File: src/hdl/eso_pkg.sv
`default_nettype none
package eso_pkg;

  // parameter addresses
  localparam logic [15:0] ADDR_PULSE_RES = 16'h052A;
  localparam logic [15:0] ADDR_FINE_RES = 16'h0564;
  localparam logic [15:0] ADDR_PHASE_OFS = 16'h0566;

  // reset values and legal ranges
  localparam logic [15:0] PULSE_RES_RST = 16'h1000;
  localparam logic [15:0] PULSE_RES_MIN = 16'h0008;
  localparam logic [31:0] FINE_RES_RST = 32'h0000_0000;
  localparam logic [31:0] FINE_RES_MAX = 32'h0FFF_F000;
  localparam logic [31:0] FINE_OFF = 32'h0000_0000;
  localparam logic signed [15:0] PHASE_RST = 16'sh0000;

  // fixed point layout
  localparam int FRAC_BITS = 12;
  localparam int POS_FRAC_BITS = 16;
  localparam logic [11:0] FRAC_ZERO = 12'h000;
  localparam logic [31:0] PERIOD_MIN = 32'h0000_0001;

  // index placement inside a turn
  localparam logic [31:0] IDX_WINDOW = 32'h0000_0004;
  localparam logic [1:0] IDX_AB_STATE = 2'h2;

  // retention store words
  localparam int NV_WORDS = 2;
  localparam logic MEM_IDX_RES = 1'h0;
  localparam logic MEM_IDX_FINE = 1'h1;

  typedef enum logic [1:0] {
    BOOT_RES = 2'b00,
    BOOT_FINE = 2'b01,
    BOOT_LAST = 2'b10,
    RUN = 2'b11
  } eso_boot_e;

  typedef enum logic [1:0] {
    SEL_NONE = 2'b00,
    SEL_RES = 2'b01,
    SEL_FINE = 2'b10,
    SEL_PHASE = 2'b11
  } eso_sel_e;

  typedef struct packed {
    logic wr;
    logic rd;
    logic [15:0] addr;
    logic [31:0] wdata;
  } eso_req_s;

  typedef struct packed {
    logic ack;
    logic err;
    logic [31:0] rdata;
  } eso_rsp_s;

  function automatic eso_sel_e eso_decode(input logic [15:0] addr);
    eso_sel_e sel;
    sel = SEL_NONE;
    if (addr == ADDR_PULSE_RES) sel = SEL_RES;
    if (addr == ADDR_FINE_RES) sel = SEL_FINE;
    if (addr == ADDR_PHASE_OFS) sel = SEL_PHASE;
    return sel;
  endfunction

  // quadrature state {a, b}: 00, 10, 11, 01 counting up
  function automatic logic [1:0] eso_ab(input logic [1:0] ph);
    return {ph[1] ^ ph[0], ph[1]};
  endfunction

endpackage
`default_nettype wire

File: src/hdl/eso_nvmem.sv
`default_nettype none
module eso_nvmem
  import eso_pkg::*;
(
  // clock, restore, enable
  input wire logic core_clk,
  input wire logic nv_reset,
  input wire logic ce,
  // write port
  input wire logic we,
  input wire logic wr_idx,
  input wire logic [31:0] wdata,
  // read port
  input wire logic rd_idx,
  output logic [31:0] rdata
);

  logic [31:0] mem_r [NV_WORDS];

  // survives the power-on reset; only a factory restore reloads the reset values
  always_ff @(posedge core_clk or posedge nv_reset) begin
    if (nv_reset) begin
      mem_r[MEM_IDX_RES] <= {16'h0000, PULSE_RES_RST};
      mem_r[MEM_IDX_FINE] <= FINE_RES_RST;
    end else if (ce && we) begin
      mem_r[wr_idx] <= wdata;
    end
  end

  always_ff @(posedge core_clk or posedge nv_reset) begin
    if (nv_reset) begin
      rdata <= 32'h0000_0000;
    end else if (ce) begin
      rdata <= mem_r[rd_idx];
    end
  end

endmodule // eso_nvmem
`default_nettype wire

File: src/hdl/eso_quad.sv
`default_nettype none
module eso_quad
  import eso_pkg::*;
(
  // clock, reset, enable
  input wire logic core_clk,
  input wire logic reset,
  input wire logic ce,
  // position demand
  input wire logic run,
  input wire logic [31:0] target,
  input wire logic [31:0] period,
  // pulse train
  output logic enc_a,
  output logic enc_b,
  output logic enc_index,
  output logic [31:0] count
);

  logic [31:0] rev_r;
  logic [31:0] count_nxt;
  logic [31:0] rev_nxt;
  logic [31:0] diff;
  logic [1:0] ab_nxt;

  // one increment per clock at most; wrap-safe signed distance
  always_comb begin
    diff = target - count;
    count_nxt = count;
    rev_nxt = rev_r;
    if (run && diff != 32'h0) begin
      if (!diff[31]) begin
        count_nxt = count + 32'h1;
        rev_nxt = (rev_r >= period - 32'h1) ? 32'h0 : rev_r + 32'h1;
      end else begin
        count_nxt = count - 32'h1;
        rev_nxt = (rev_r == 32'h0) ? period - 32'h1 : rev_r - 32'h1;
      end
    end
    ab_nxt = eso_ab(count_nxt[1:0]);
  end

  always_ff @(posedge core_clk or posedge reset) begin
    if (reset) begin
      count <= 32'h0;
      rev_r <= 32'h0;
    end else if (ce) begin
      count <= count_nxt;
      rev_r <= rev_nxt;
    end
  end

  // index: the single A&B-high state in the first four steps of a turn
  always_ff @(posedge core_clk or posedge reset) begin
    if (reset) begin
      enc_a <= 1'b0;
      enc_b <= 1'b0;
      enc_index <= 1'b0;
    end else if (ce) begin
      enc_a <= ab_nxt[1];
      enc_b <= ab_nxt[0];
      enc_index <= (rev_nxt < IDX_WINDOW) &&
                   (count_nxt[1:0] == IDX_AB_STATE);
    end
  end
endmodule // eso_quad
`default_nettype wire

File: src/hdl/eso_top.sv
`default_nettype none
module eso_top
  import eso_pkg::*;
(
  // clock, power-on reset, enable
  input wire logic core_clk,
  input wire logic reset,
  input wire logic ce,
  // factory restore of the retained settings
  input wire logic nv_reset,
  // drive state
  input wire logic power_stage_en,
  // motor motion per clock, 1/65536 turn units
  input wire logic signed [15:0] pos_step,
  // parameter access
  input wire eso_req_s par_req,
  output eso_rsp_s par_rsp,
  // pulse train output
  output logic enc_a,
  output logic enc_b,
  output logic enc_index,
  // status
  output logic fine_mode,
  output logic run
);

  eso_boot_e state_r;
  eso_boot_e state_nxt;
  logic [15:0] act_res_r;
  logic [31:0] act_fine_r;
  logic signed [15:0] phase_r;
  logic signed [63:0] acc_r;
  logic [31:0] res_fix;
  logic [31:0] period;
  logic signed [48:0] prod;
  logic signed [63:0] pos_q12;
  logic [31:0] target;
  logic is_running;
  logic mem_we;
  logic mem_wr_idx;
  logic mem_rd_idx;
  logic [31:0] mem_rdata;
  logic req_take;
  eso_sel_e req_sel;
  logic req_bad;
  logic [15:0] req_wlo;
  logic pend_r;
  logic pend_err_r;
  eso_sel_e pend_sel_r;

  assign is_running = (state_r == RUN);

  // power-on sequence: fetch the retained settings once
  always_comb begin
    state_nxt = state_r;
    case (state_r)
      BOOT_RES: begin
        state_nxt = BOOT_FINE;
      end
      BOOT_FINE: begin
        state_nxt = BOOT_LAST;
      end
      BOOT_LAST: begin
        state_nxt = RUN;
      end
      RUN: begin
        state_nxt = RUN;
      end
      default: begin
        state_nxt = BOOT_RES;
      end
    endcase
  end

  always_ff @(posedge core_clk or posedge reset) begin
    if (reset) begin
      state_r <= BOOT_RES;
    end else if (ce) begin
      state_r <= state_nxt;
    end
  end

  // active copies load only during boot, so later writes wait for power-on
  always_ff @(posedge core_clk or posedge reset) begin
    if (reset) begin
      act_res_r <= PULSE_RES_RST;
      act_fine_r <= FINE_RES_RST;
    end else if (ce) begin
      if (state_r == BOOT_FINE) begin
        act_res_r <= mem_rdata[15:0];
      end
      if (state_r == BOOT_LAST) begin
        act_fine_r <= mem_rdata;
      end
    end
  end

  // increments per turn scaled by 4096; integer setting only when fine is 0
  assign res_fix = (act_fine_r != FINE_OFF) ? act_fine_r :
                   32'({act_res_r, FRAC_ZERO});

  // pulses between index marks: the integer setting, or the whole part of the fine value when fine is not 0
  always_comb begin
    if (act_fine_r == FINE_OFF) begin
      period = {16'h0000, act_res_r};
    end else begin
      period = act_fine_r >> FRAC_BITS;
    end
    // a fine value below one pulse per turn still needs a period
    if (period == 32'h0) begin
      period = PERIOD_MIN;
    end
  end

  // motor motion times resolution accumulates in 2^-28 pulse units
  assign prod = pos_step * $signed({1'b0, res_fix});

  always_ff @(posedge core_clk or posedge reset) begin
    if (reset) begin
      acc_r <= 64'sh0;
    end else if (ce && is_running) begin
      acc_r <= acc_r + 64'(prod);
    end
  end

  // phase offset adds in 1/4096 pulse units, ahead of the pulse count
  assign pos_q12 = (acc_r >>> POS_FRAC_BITS) + 64'(phase_r);
  assign target = pos_q12[FRAC_BITS +: 32];

  // parameter requests: taken one at a time, answered two edges later;
  // not taken while ack shows, so a master that holds until it sees ack
  // is never served twice
  assign req_take = ce && is_running && !pend_r && !par_rsp.ack &&
                    (par_req.wr || par_req.rd);
  assign req_sel = eso_decode(par_req.addr);
  assign req_wlo = par_req.wdata[15:0];

  always_comb begin
    req_bad = 1'b0;
    case (req_sel)
      SEL_NONE: begin
        req_bad = 1'b1;
      end
      SEL_RES: begin
        req_bad = par_req.wr && (power_stage_en ||
                  par_req.wdata[31:16] != 16'h0000 ||
                  req_wlo < PULSE_RES_MIN);
      end
      SEL_FINE: begin
        req_bad = par_req.wr && (power_stage_en ||
                  par_req.wdata > FINE_RES_MAX);
      end
      SEL_PHASE: begin
        req_bad = 1'b0;
      end
      default: begin
        req_bad = 1'b1;
      end
    endcase
  end

  // refused writes never reach the store
  assign mem_we = req_take && par_req.wr && !req_bad &&
                  (req_sel != SEL_PHASE);
  assign mem_wr_idx = (req_sel == SEL_FINE) ? MEM_IDX_FINE : MEM_IDX_RES;

  always_comb begin
    case (state_r)
      BOOT_RES: begin
        mem_rd_idx = MEM_IDX_RES;
      end
      BOOT_FINE: begin
        mem_rd_idx = MEM_IDX_FINE;
      end
      default: begin
        mem_rd_idx = mem_wr_idx;
      end
    endcase
  end

  eso_nvmem u_nvmem (
    .core_clk(core_clk),
    .nv_reset(nv_reset),
    .ce(ce),
    .we(mem_we),
    .wr_idx(mem_wr_idx),
    .wdata(par_req.wdata),
    .rd_idx(mem_rd_idx),
    .rdata(mem_rdata)
  );

  // the phase offset is not retained and applies on the next edge
  always_ff @(posedge core_clk or posedge reset) begin
    if (reset) begin
      phase_r <= PHASE_RST;
    end else if (req_take && par_req.wr && req_sel == SEL_PHASE) begin
      phase_r <= req_wlo;
    end
  end

  always_ff @(posedge core_clk or posedge reset) begin
    if (reset) begin
      pend_r <= 1'b0;
      pend_err_r <= 1'b0;
      pend_sel_r <= SEL_NONE;
    end else if (ce) begin
      pend_r <= req_take;
      if (req_take) begin
        pend_err_r <= req_bad;
        pend_sel_r <= req_sel;
      end
    end
  end

  // resolution reads show the stored value, not the one in use
  always_ff @(posedge core_clk or posedge reset) begin
    if (reset) begin
      par_rsp <= '0;
    end else if (ce) begin
      par_rsp.ack <= pend_r;
      par_rsp.err <= pend_r && pend_err_r;
      if (pend_r) begin
        case (pend_sel_r)
          SEL_RES: begin
            par_rsp.rdata <= {16'h0000, mem_rdata[15:0]};
          end
          SEL_FINE: begin
            par_rsp.rdata <= mem_rdata;
          end
          SEL_PHASE: begin
            par_rsp.rdata <= 32'(phase_r);
          end
          default: begin
            par_rsp.rdata <= 32'h0;
          end
        endcase
      end
    end
  end

  always_ff @(posedge core_clk or posedge reset) begin
    if (reset) begin
      fine_mode <= 1'b0;
      run <= 1'b0;
    end else if (ce) begin
      fine_mode <= (act_fine_r != FINE_OFF);
      run <= is_running;
    end
  end

  eso_quad u_quad (
    .core_clk(core_clk),
    .reset(reset),
    .ce(ce),
    .run(is_running),
    .target(target),
    .period(period),
    .enc_a(enc_a),
    .enc_b(enc_b),
    .enc_index(enc_index),
    .count()
  );
endmodule // eso_top
`default_nettype wire

File: config.mk
export PLATFORM = sky130hd
export DESIGN_NAME = eso_top
export DESIGN_NICKNAME = d
export VERILOG_FILES = /design/src/hdl/eso_pkg.sv /design/src/hdl/eso_nvmem.sv /design/src/hdl/eso_quad.sv /design/src/hdl/eso_top.sv
export SDC_FILE = /design/constraint.sdc
export NUM_CORES = 2
export LEC_CHECK = 0
export BUFFER_PORTS_ARGS = -buffer_cell sky130_fd_sc_hd__buf_4
export CAP_MARGIN = 15
export CORE_MARGIN = 1
export CORE_UTILIZATION = 70
export CTS_BUF_LIST = sky130_fd_sc_hd__clkbuf_4
export DETAILED_ROUTE_END_ITERATION = 6
export GPL_ROUTABILITY_DRIVEN = 0
export MAX_ROUTING_LAYER = met4
export PLACE_DENSITY = 0.88
export SKIP_CTS_REPAIR_TIMING = 1
export SYNTH_ARGS = -nofsm -noshare
export SYNTH_HDL_FRONTEND = slang
export SYNTH_SLANG_ARGS = --single-unit
File: constraint.sdc
create_clock -name core_clk -period 18.6 [get_ports core_clk]
set_clock_uncertainty 0.2 [all_clocks]
set_input_delay 3.72 -clock core_clk [delete_from_list [all_inputs] [get_ports core_clk]]
set_output_delay 3.72 -clock core_clk [all_outputs]
set_load 0.02 [all_outputs]
==> Word level (Yosys, flattened, before mapping) <==
Cells that the tools add are included.
{ "word_totals": {"reg_bits": 333, "input_bits": 71, "output_inout_bits": 39} }
{ "op_classes": {"add_sub_neg": 8, "mul": 1, "n_lt_le_gt_ge": 7, "eq_ne": 14, "n_mux": 23, "bitwise": 3, "n_reduce_logical": 36} }
{ "op_table": {"columns": ["operator", "n"], "rows": [
  ["two-way mux 32 bit", 11],
  ["logical NOT 32 bit", 3],
  ["case mux 32 bit (3 select lines)", 1],
  ["subtractor 32 x 1 -> 32 bit (second input constant)", 3],
  ["adder 32 x 1 -> 32 bit (second input constant)", 2],
  ["adder 64 x 49 -> 64 bit", 1],
  ["bitwise mux 64 bit", 1],
  ["nonzero test 32 bit", 2],
  ["multiplier 16 x 33 -> 49 bit", 1],
  ["== test 16 x 11 -> 1 bit (second input constant)", 3],
  ["adder 44 x 16 -> 44 bit", 1],
  ["demux 32 bit (select 1 bit)", 1],
  ["greater-or-equal comparator 32 bit", 1],
  ["greater-than comparator 32 x 28 -> 1 bit (second input constant)", 1],
  ["less-than comparator 32 x 3 -> 1 bit (second input constant)", 1],
  ["subtractor 32 bit", 1],
  ["two-way mux 20 bit", 1],
  ["less-than comparator 16 x 4 -> 1 bit (second input constant)", 1],
  ["nonzero test 16 bit", 1],
  ["logical AND 1 bit", 15],
  ["== test 2 bit (second input constant)", 7],
  ["AND reduction 2 bit", 5],
  ["== test 2 x 1 -> 1 bit (second input constant)", 3],
  ["two-way mux 2 bit", 3],
  ["13 further kinds", 22]
]} }

==> Longest topological paths before layout <==
{ "logic_depth": {"depth_word": 12, "mapped_depth": 41, "depth_no_buf": 38} }

==> Modules after synthesis <==
From an unflattened synthesis, not the netlist that was laid out.
{ "hier_totals": {"cells_unflattened": 4615, "area_unflattened_um2": 40941.8} }
{ "by_module_without_submodules": {"columns": ["module", "instances", "cells_per_inst", "area_per_inst_um2"], "rows": [
  ["eso_top", 1, 3063, 27495.1],
  ["eso_quad", 1, 1276, 9476.6],
  ["eso_nvmem", 1, 276, 3970.1]
]} }

==> Least setup slack after synthesis <==
No wires, ideal clock.
{ "synth_timing": {"path_type": "input-to-reg", "from": "input port pos_step[6]", "to": "register acc_r[58]", "setup_ns": 0.134, "arrival_time_ns": 10.172, "required_ns": 18.266, "setup_slack_ns": 8.094, "cell_stages": 26, "path_buffers": 1, "cell_sequence": "clkbuf_1 nand2_1 fa_1 inv_1 fa_1 inv_1 fa_1 inv_1 fa_1 inv_1 fa_1 inv_1 fa_1 ha_1 and3_1 a31o_2 o21ai_0 a21oi_1 o211ai_1 a21oi_1 a221oi_1 o21ai_0 a221o_1 a21oi_1 xor2_1 o21ai_0"} }
{ "synth_via": {"elab_chain_cells": 2} }
{ "synth_rtl": {"columns": ["element", "line_no", "rtl"], "rows": [
  ["start: declaration", "eso_top.sv:14", "input wire logic signed [15:0] pos_step,"],
  ["multiplier 16 x 33 -> 49 bit", "eso_top.sv:116", "assign prod = pos_step * $signed({1'b0, res_fix});"],
  ["adder 64 x 49 -> 64 bit", "eso_top.sv:122", "acc_r <= acc_r + 64'(prod);"],
  ["end signal: assignment", "eso_top.sv:122", null],
  ["end: declaration", "eso_top.sv:32", "logic signed [63:0] acc_r;"]
]} }
Every way passes these cells.
A chain may end at the register's enable or synchronous reset.

==> Worst setup path in the final report <==
{ "layout_timing": {"from": "register act_fine_r[2]", "to": "register acc_r[55]"} }
{ "layout_via": {"elab_chain_cells": 4} }
{ "layout_rtl": {"columns": ["element", "line_no", "rtl"], "rows": [
  ["start: declaration", "eso_top.sv:30", "logic [31:0] act_fine_r;"],
  ["start signal: assignment", "eso_top.sv:93", "act_fine_r <= mem_rdata;"],
  ["nonzero test 32 bit", "eso_top.sv:99", "assign res_fix = (act_fine_r != FINE_OFF) ? act_fine_r :"],
  ["two-way mux 32 bit *", "eso_top.sv:99", null],
  ["multiplier 16 x 33 -> 49 bit *", "eso_top.sv:116", null],
  ["adder 64 x 49 -> 64 bit *", "eso_top.sv:122", null]
]} }
Mark *: on every way between the ends. The rest lies on a longest branch, timed or not.

==> out/qor.csv <==
stage,metric,value,unit
global_routing,overall routing resource usage,40.8,%
hold_path,worst hold path type,flop to flop,
timing,Slew Limit Fails,0,
setup_path,CP required,19150,ps
clock_network,Max clock buf depth,3,
placement,post-placement cell area,40600,sq um
floorplanning,die area,57100,sq um
final_layout,Final nets,5244,
yosys,Post-Synthesis Cells,4354,
floorplanning,row cnt,86,
setup_path,crit-path max cell delay,880,ps
final_layout,share of cells above drive strength 1,10.1,%
timing,worst slew pin tran,1130,ps
placement,DP HPWL,80.4,mm
clock_network,clk sink count,328,
drt,number of DRC markers in iteration 0,3315,
floorplanning,Die X,239,um
final_layout,fill count,3717,
setup_path,Critical Path Sink Type,flop,
final_layout,"most common cell after layout, fill and taps aside",nand2_1,
drt,Vias,33200,
clock_network,root buffer cell,clkbuf_4,
setup_path,"Top cell by count, worst path",fa_1,
global_routing,first-pass GRT wire length,177,mm
timing,setup TNS,0,ps
outcome,failing checks,design-rule violations,
clock_network,number of CTS-inserted buffers,90,
yosys,number of synthesized flops with an enable pin,0,
setup_path,CP Launch Type,flop,
timing,fmax,90.3,MHz
yosys,cell area after synthesis,39300,sq um
final_layout,Finished Cell Area,41700,sq um
yosys,dominant synthesized flop cell,dfrtp_1,
placement,port bufs,109,
global_routing,pin count of the biggest net entering global routing,113,
floorplanning,Starting Density,71.1,%
placement,placed insts,5038,
final_layout,storage element area,8210,sq um
setup_path,Crit Path Category,flop to flop,
timing,final hold violation count,0,
drt,# DRC,1,
timing,Worst slew margin,24.1,%
drt,remaining antenna violation count after routing,0,
yosys,Post-Syn Area per Cell,9.03,sq um
setup_path,"Max stage delay cell, worst path",a21o_1,
clock_network,clock transition at the registers of the reported paths,70,ps
yosys,sequential share of the synthesized area,20.9,%
drt,final WL,110,mm
drt,DR pass1 iterations,7,
yosys,post-synthesis sequential element count,328,
final_layout,final core utilization,75.3,%
timing,fin crit share,59.6,%
final_layout,Layout area overhead,5.97,%
outcome,status,"complete, but fails checks",
floorplanning,core area,55300,sq um
global_routing,vias in the first global route,34000,
global_routing,global route overflow,0,
yosys,ys async rst share,100,%
final_layout,"commonest cells after routing, fill and taps aside","nand2_1, inv_1, fa_1, dfrtp_1, ha_1",
clock_network,Worst-Skew Late Latency,970,ps
job,Max Cap Viol,0,
timing,post-layout minimum cycle time,11080,ps
floorplanning,I/O pin count,110,
yosys,synth unique cells,93,
drt,via-per-instance ratio,6.38,
setup_path,CP arrival,11630,ps
clock_network,CTS tree,built,
global_routing,antenna violations before repair,4,
setup_path,"critical path fanouts, max",23,
final_layout,fin cells,5200,
floorplanning,die height,239,um
timing,endpoints failing setup,0,
clock_network,# H-tree levels,3,
timing,RSZ-0062 raised after global routing,no,
drt,post-DR wirelength/cell,21.1,um
yosys,yosys warns,0,
final_layout,multi-input combinational cell area,28300,sq um
## cells in the mapped netlist (4+ instances only)
master | instances | area [sq um]
or3_1 | 13 | 81.3
and4_1 | 11 | 96.3
a31o_2 | 5 | 43.8
or2_2 | 16 | 100
a21oi_1 | 233 | 1170
a211oi_1 | 21 | 158
o211ai_1 | 14 | 105
mux2i_1 | 56 | 561
a21o_1 | 82 | 616
a41oi_1 | 5 | 43.8
buf_2 | 8 | 40.0
dfrtp_1 | 326 | 8160
clkbuf_1 | 180 | 676
o31ai_1 | 14 | 105
and2_1 | 171 | 1070
nand4_1 | 37 | 231
nand3_1 | 60 | 300
nand3b_1 | 10 | 75.1
o41ai_1 | 4 | 35.0
o21ai_0 | 194 | 971
ha_1 | 323 | 4040
nor3_1 | 49 | 245
nand2_1 | 605 | 2270
xor2_1 | 69 | 604
mux2_2 | 129 | 1450
nor3b_1 | 10 | 75.1
o21bai_1 | 16 | 120
nor2_1 | 189 | 709
nor2b_1 | 39 | 244
o21a_1 | 18 | 135
and3_1 | 33 | 206
buf_1 | 14 | 52.6
or4_1 | 14 | 105
o31a_1 | 4 | 35.0
o21ai_1 | 20 | 100
nor4b_1 | 8 | 70.1
nor4_1 | 40 | 250
inv_1 | 555 | 2080
a31oi_1 | 25 | 156
nand2b_1 | 37 | 231
xnor2_1 | 124 | 1090
a2111oi_0 | 4 | 35.0
a22o_1 | 17 | 149
o32ai_1 | 7 | 61.3
fa_1 | 468 | 9370
## cell families after synthesis
group / count (synthesis) / synth area share (%)
AOI/OAI and AO/OA: 731 / 11.4
muxes: 185 / 5.12
other: 1 / 0.00954
buffers and inverters: 761 / 7.31
DFF: 328 / 20.9
adders and majority gates: 791 / 34.1
and+or+nand+nor: 1363 / 16.8
xor gates and xnor gates: 194 / 4.34
## layout make-up
type,count,area share [%]
clock buffers,122,2.20
repair buffers,135,2.43
clock inverters,34,0.426
multi-input cells,3270,67.9
inverters,557,5.04
diodes,6,0.0360
well taps,748,2.25
flip-flops and latches,328,19.7
## critical path, delay by kind of cell, from the launching register on
kind,cells,cell delay [ps]
AO/OA/AOI/OAI,11,3670
adder cells (fa/ha/maj),7,3460
AND/OR/NAND/NOR,6,2460
flip-flops,1,710
buffers and inverters,3,180
XOR/XNOR,1,170
## sequential cells by signal, indices dropped and copies added, names as in the netlist, 2 cells and up
register       flops
u_nvmem.mem_r     64
acc_r             60
par_rsp           34
act_fine_r        32
u_nvmem.rdata     32
u_quad.count      32
u_quad.rev_r      32
act_res_r         16
phase_r           16
pend_sel_r         2
state_r            2
## path summary, 6_finish.rpt
path / from / endpoint / slack, ps / depth (start not counted)
worst min-delay path: par_rsp[7]$_DFFE_PP0P_ / par_rsp[7]$_DFFE_PP0P_ / 290 / 2
worst max-delay path: act_fine_r[2]$_DFFE_PP0P_ / acc_r[55]$_DFFE_PP0P_ / 7520 / 28
worst min register to register: par_rsp[7]$_DFFE_PP0P_ / par_rsp[7]$_DFFE_PP0P_ / 290 / 2
max in group asynchronous: reset / u_quad.count[18]$_DFFE_PP0P_ / 13120 / 4
worst max register to register: act_fine_r[2]$_DFFE_PP0P_ / acc_r[55]$_DFFE_PP0P_ / 7520 / 28
min in group asynchronous: nv_reset / u_nvmem.rdata[1]$_DFFE_PP0P_ / 2580 / 2
## layer usage
| metal | GRT usage (%) | wire length, um | up-vias |
|---|---|---|---|
| met1 | 51.2 | 41100 | 16000 |
| li1 | - | - | 14500 |
| met3 | 9.76 | 12000 | 551 |
| met4 | 21.3 | 6500 | 0 |
| met2 | 61.8 | 50100 | 2134 |
| met5 | - | 0 | - |
## metrics by stage
| step | hold WS (ps) | setup slack (ps) |
|---|---|---|
| finish | 292 | 7520 |
| global route | 314 | 7210 |
| CTS | 294 | 7910 |
| detailed placement | 273 | 7030 |
| global placement | 264 | 7190 |
| floorplan | 250 | 8090 |
Power is not shown: default switching activity piles up to over one toggle a cycle in this logic, so the estimate is an artifact.
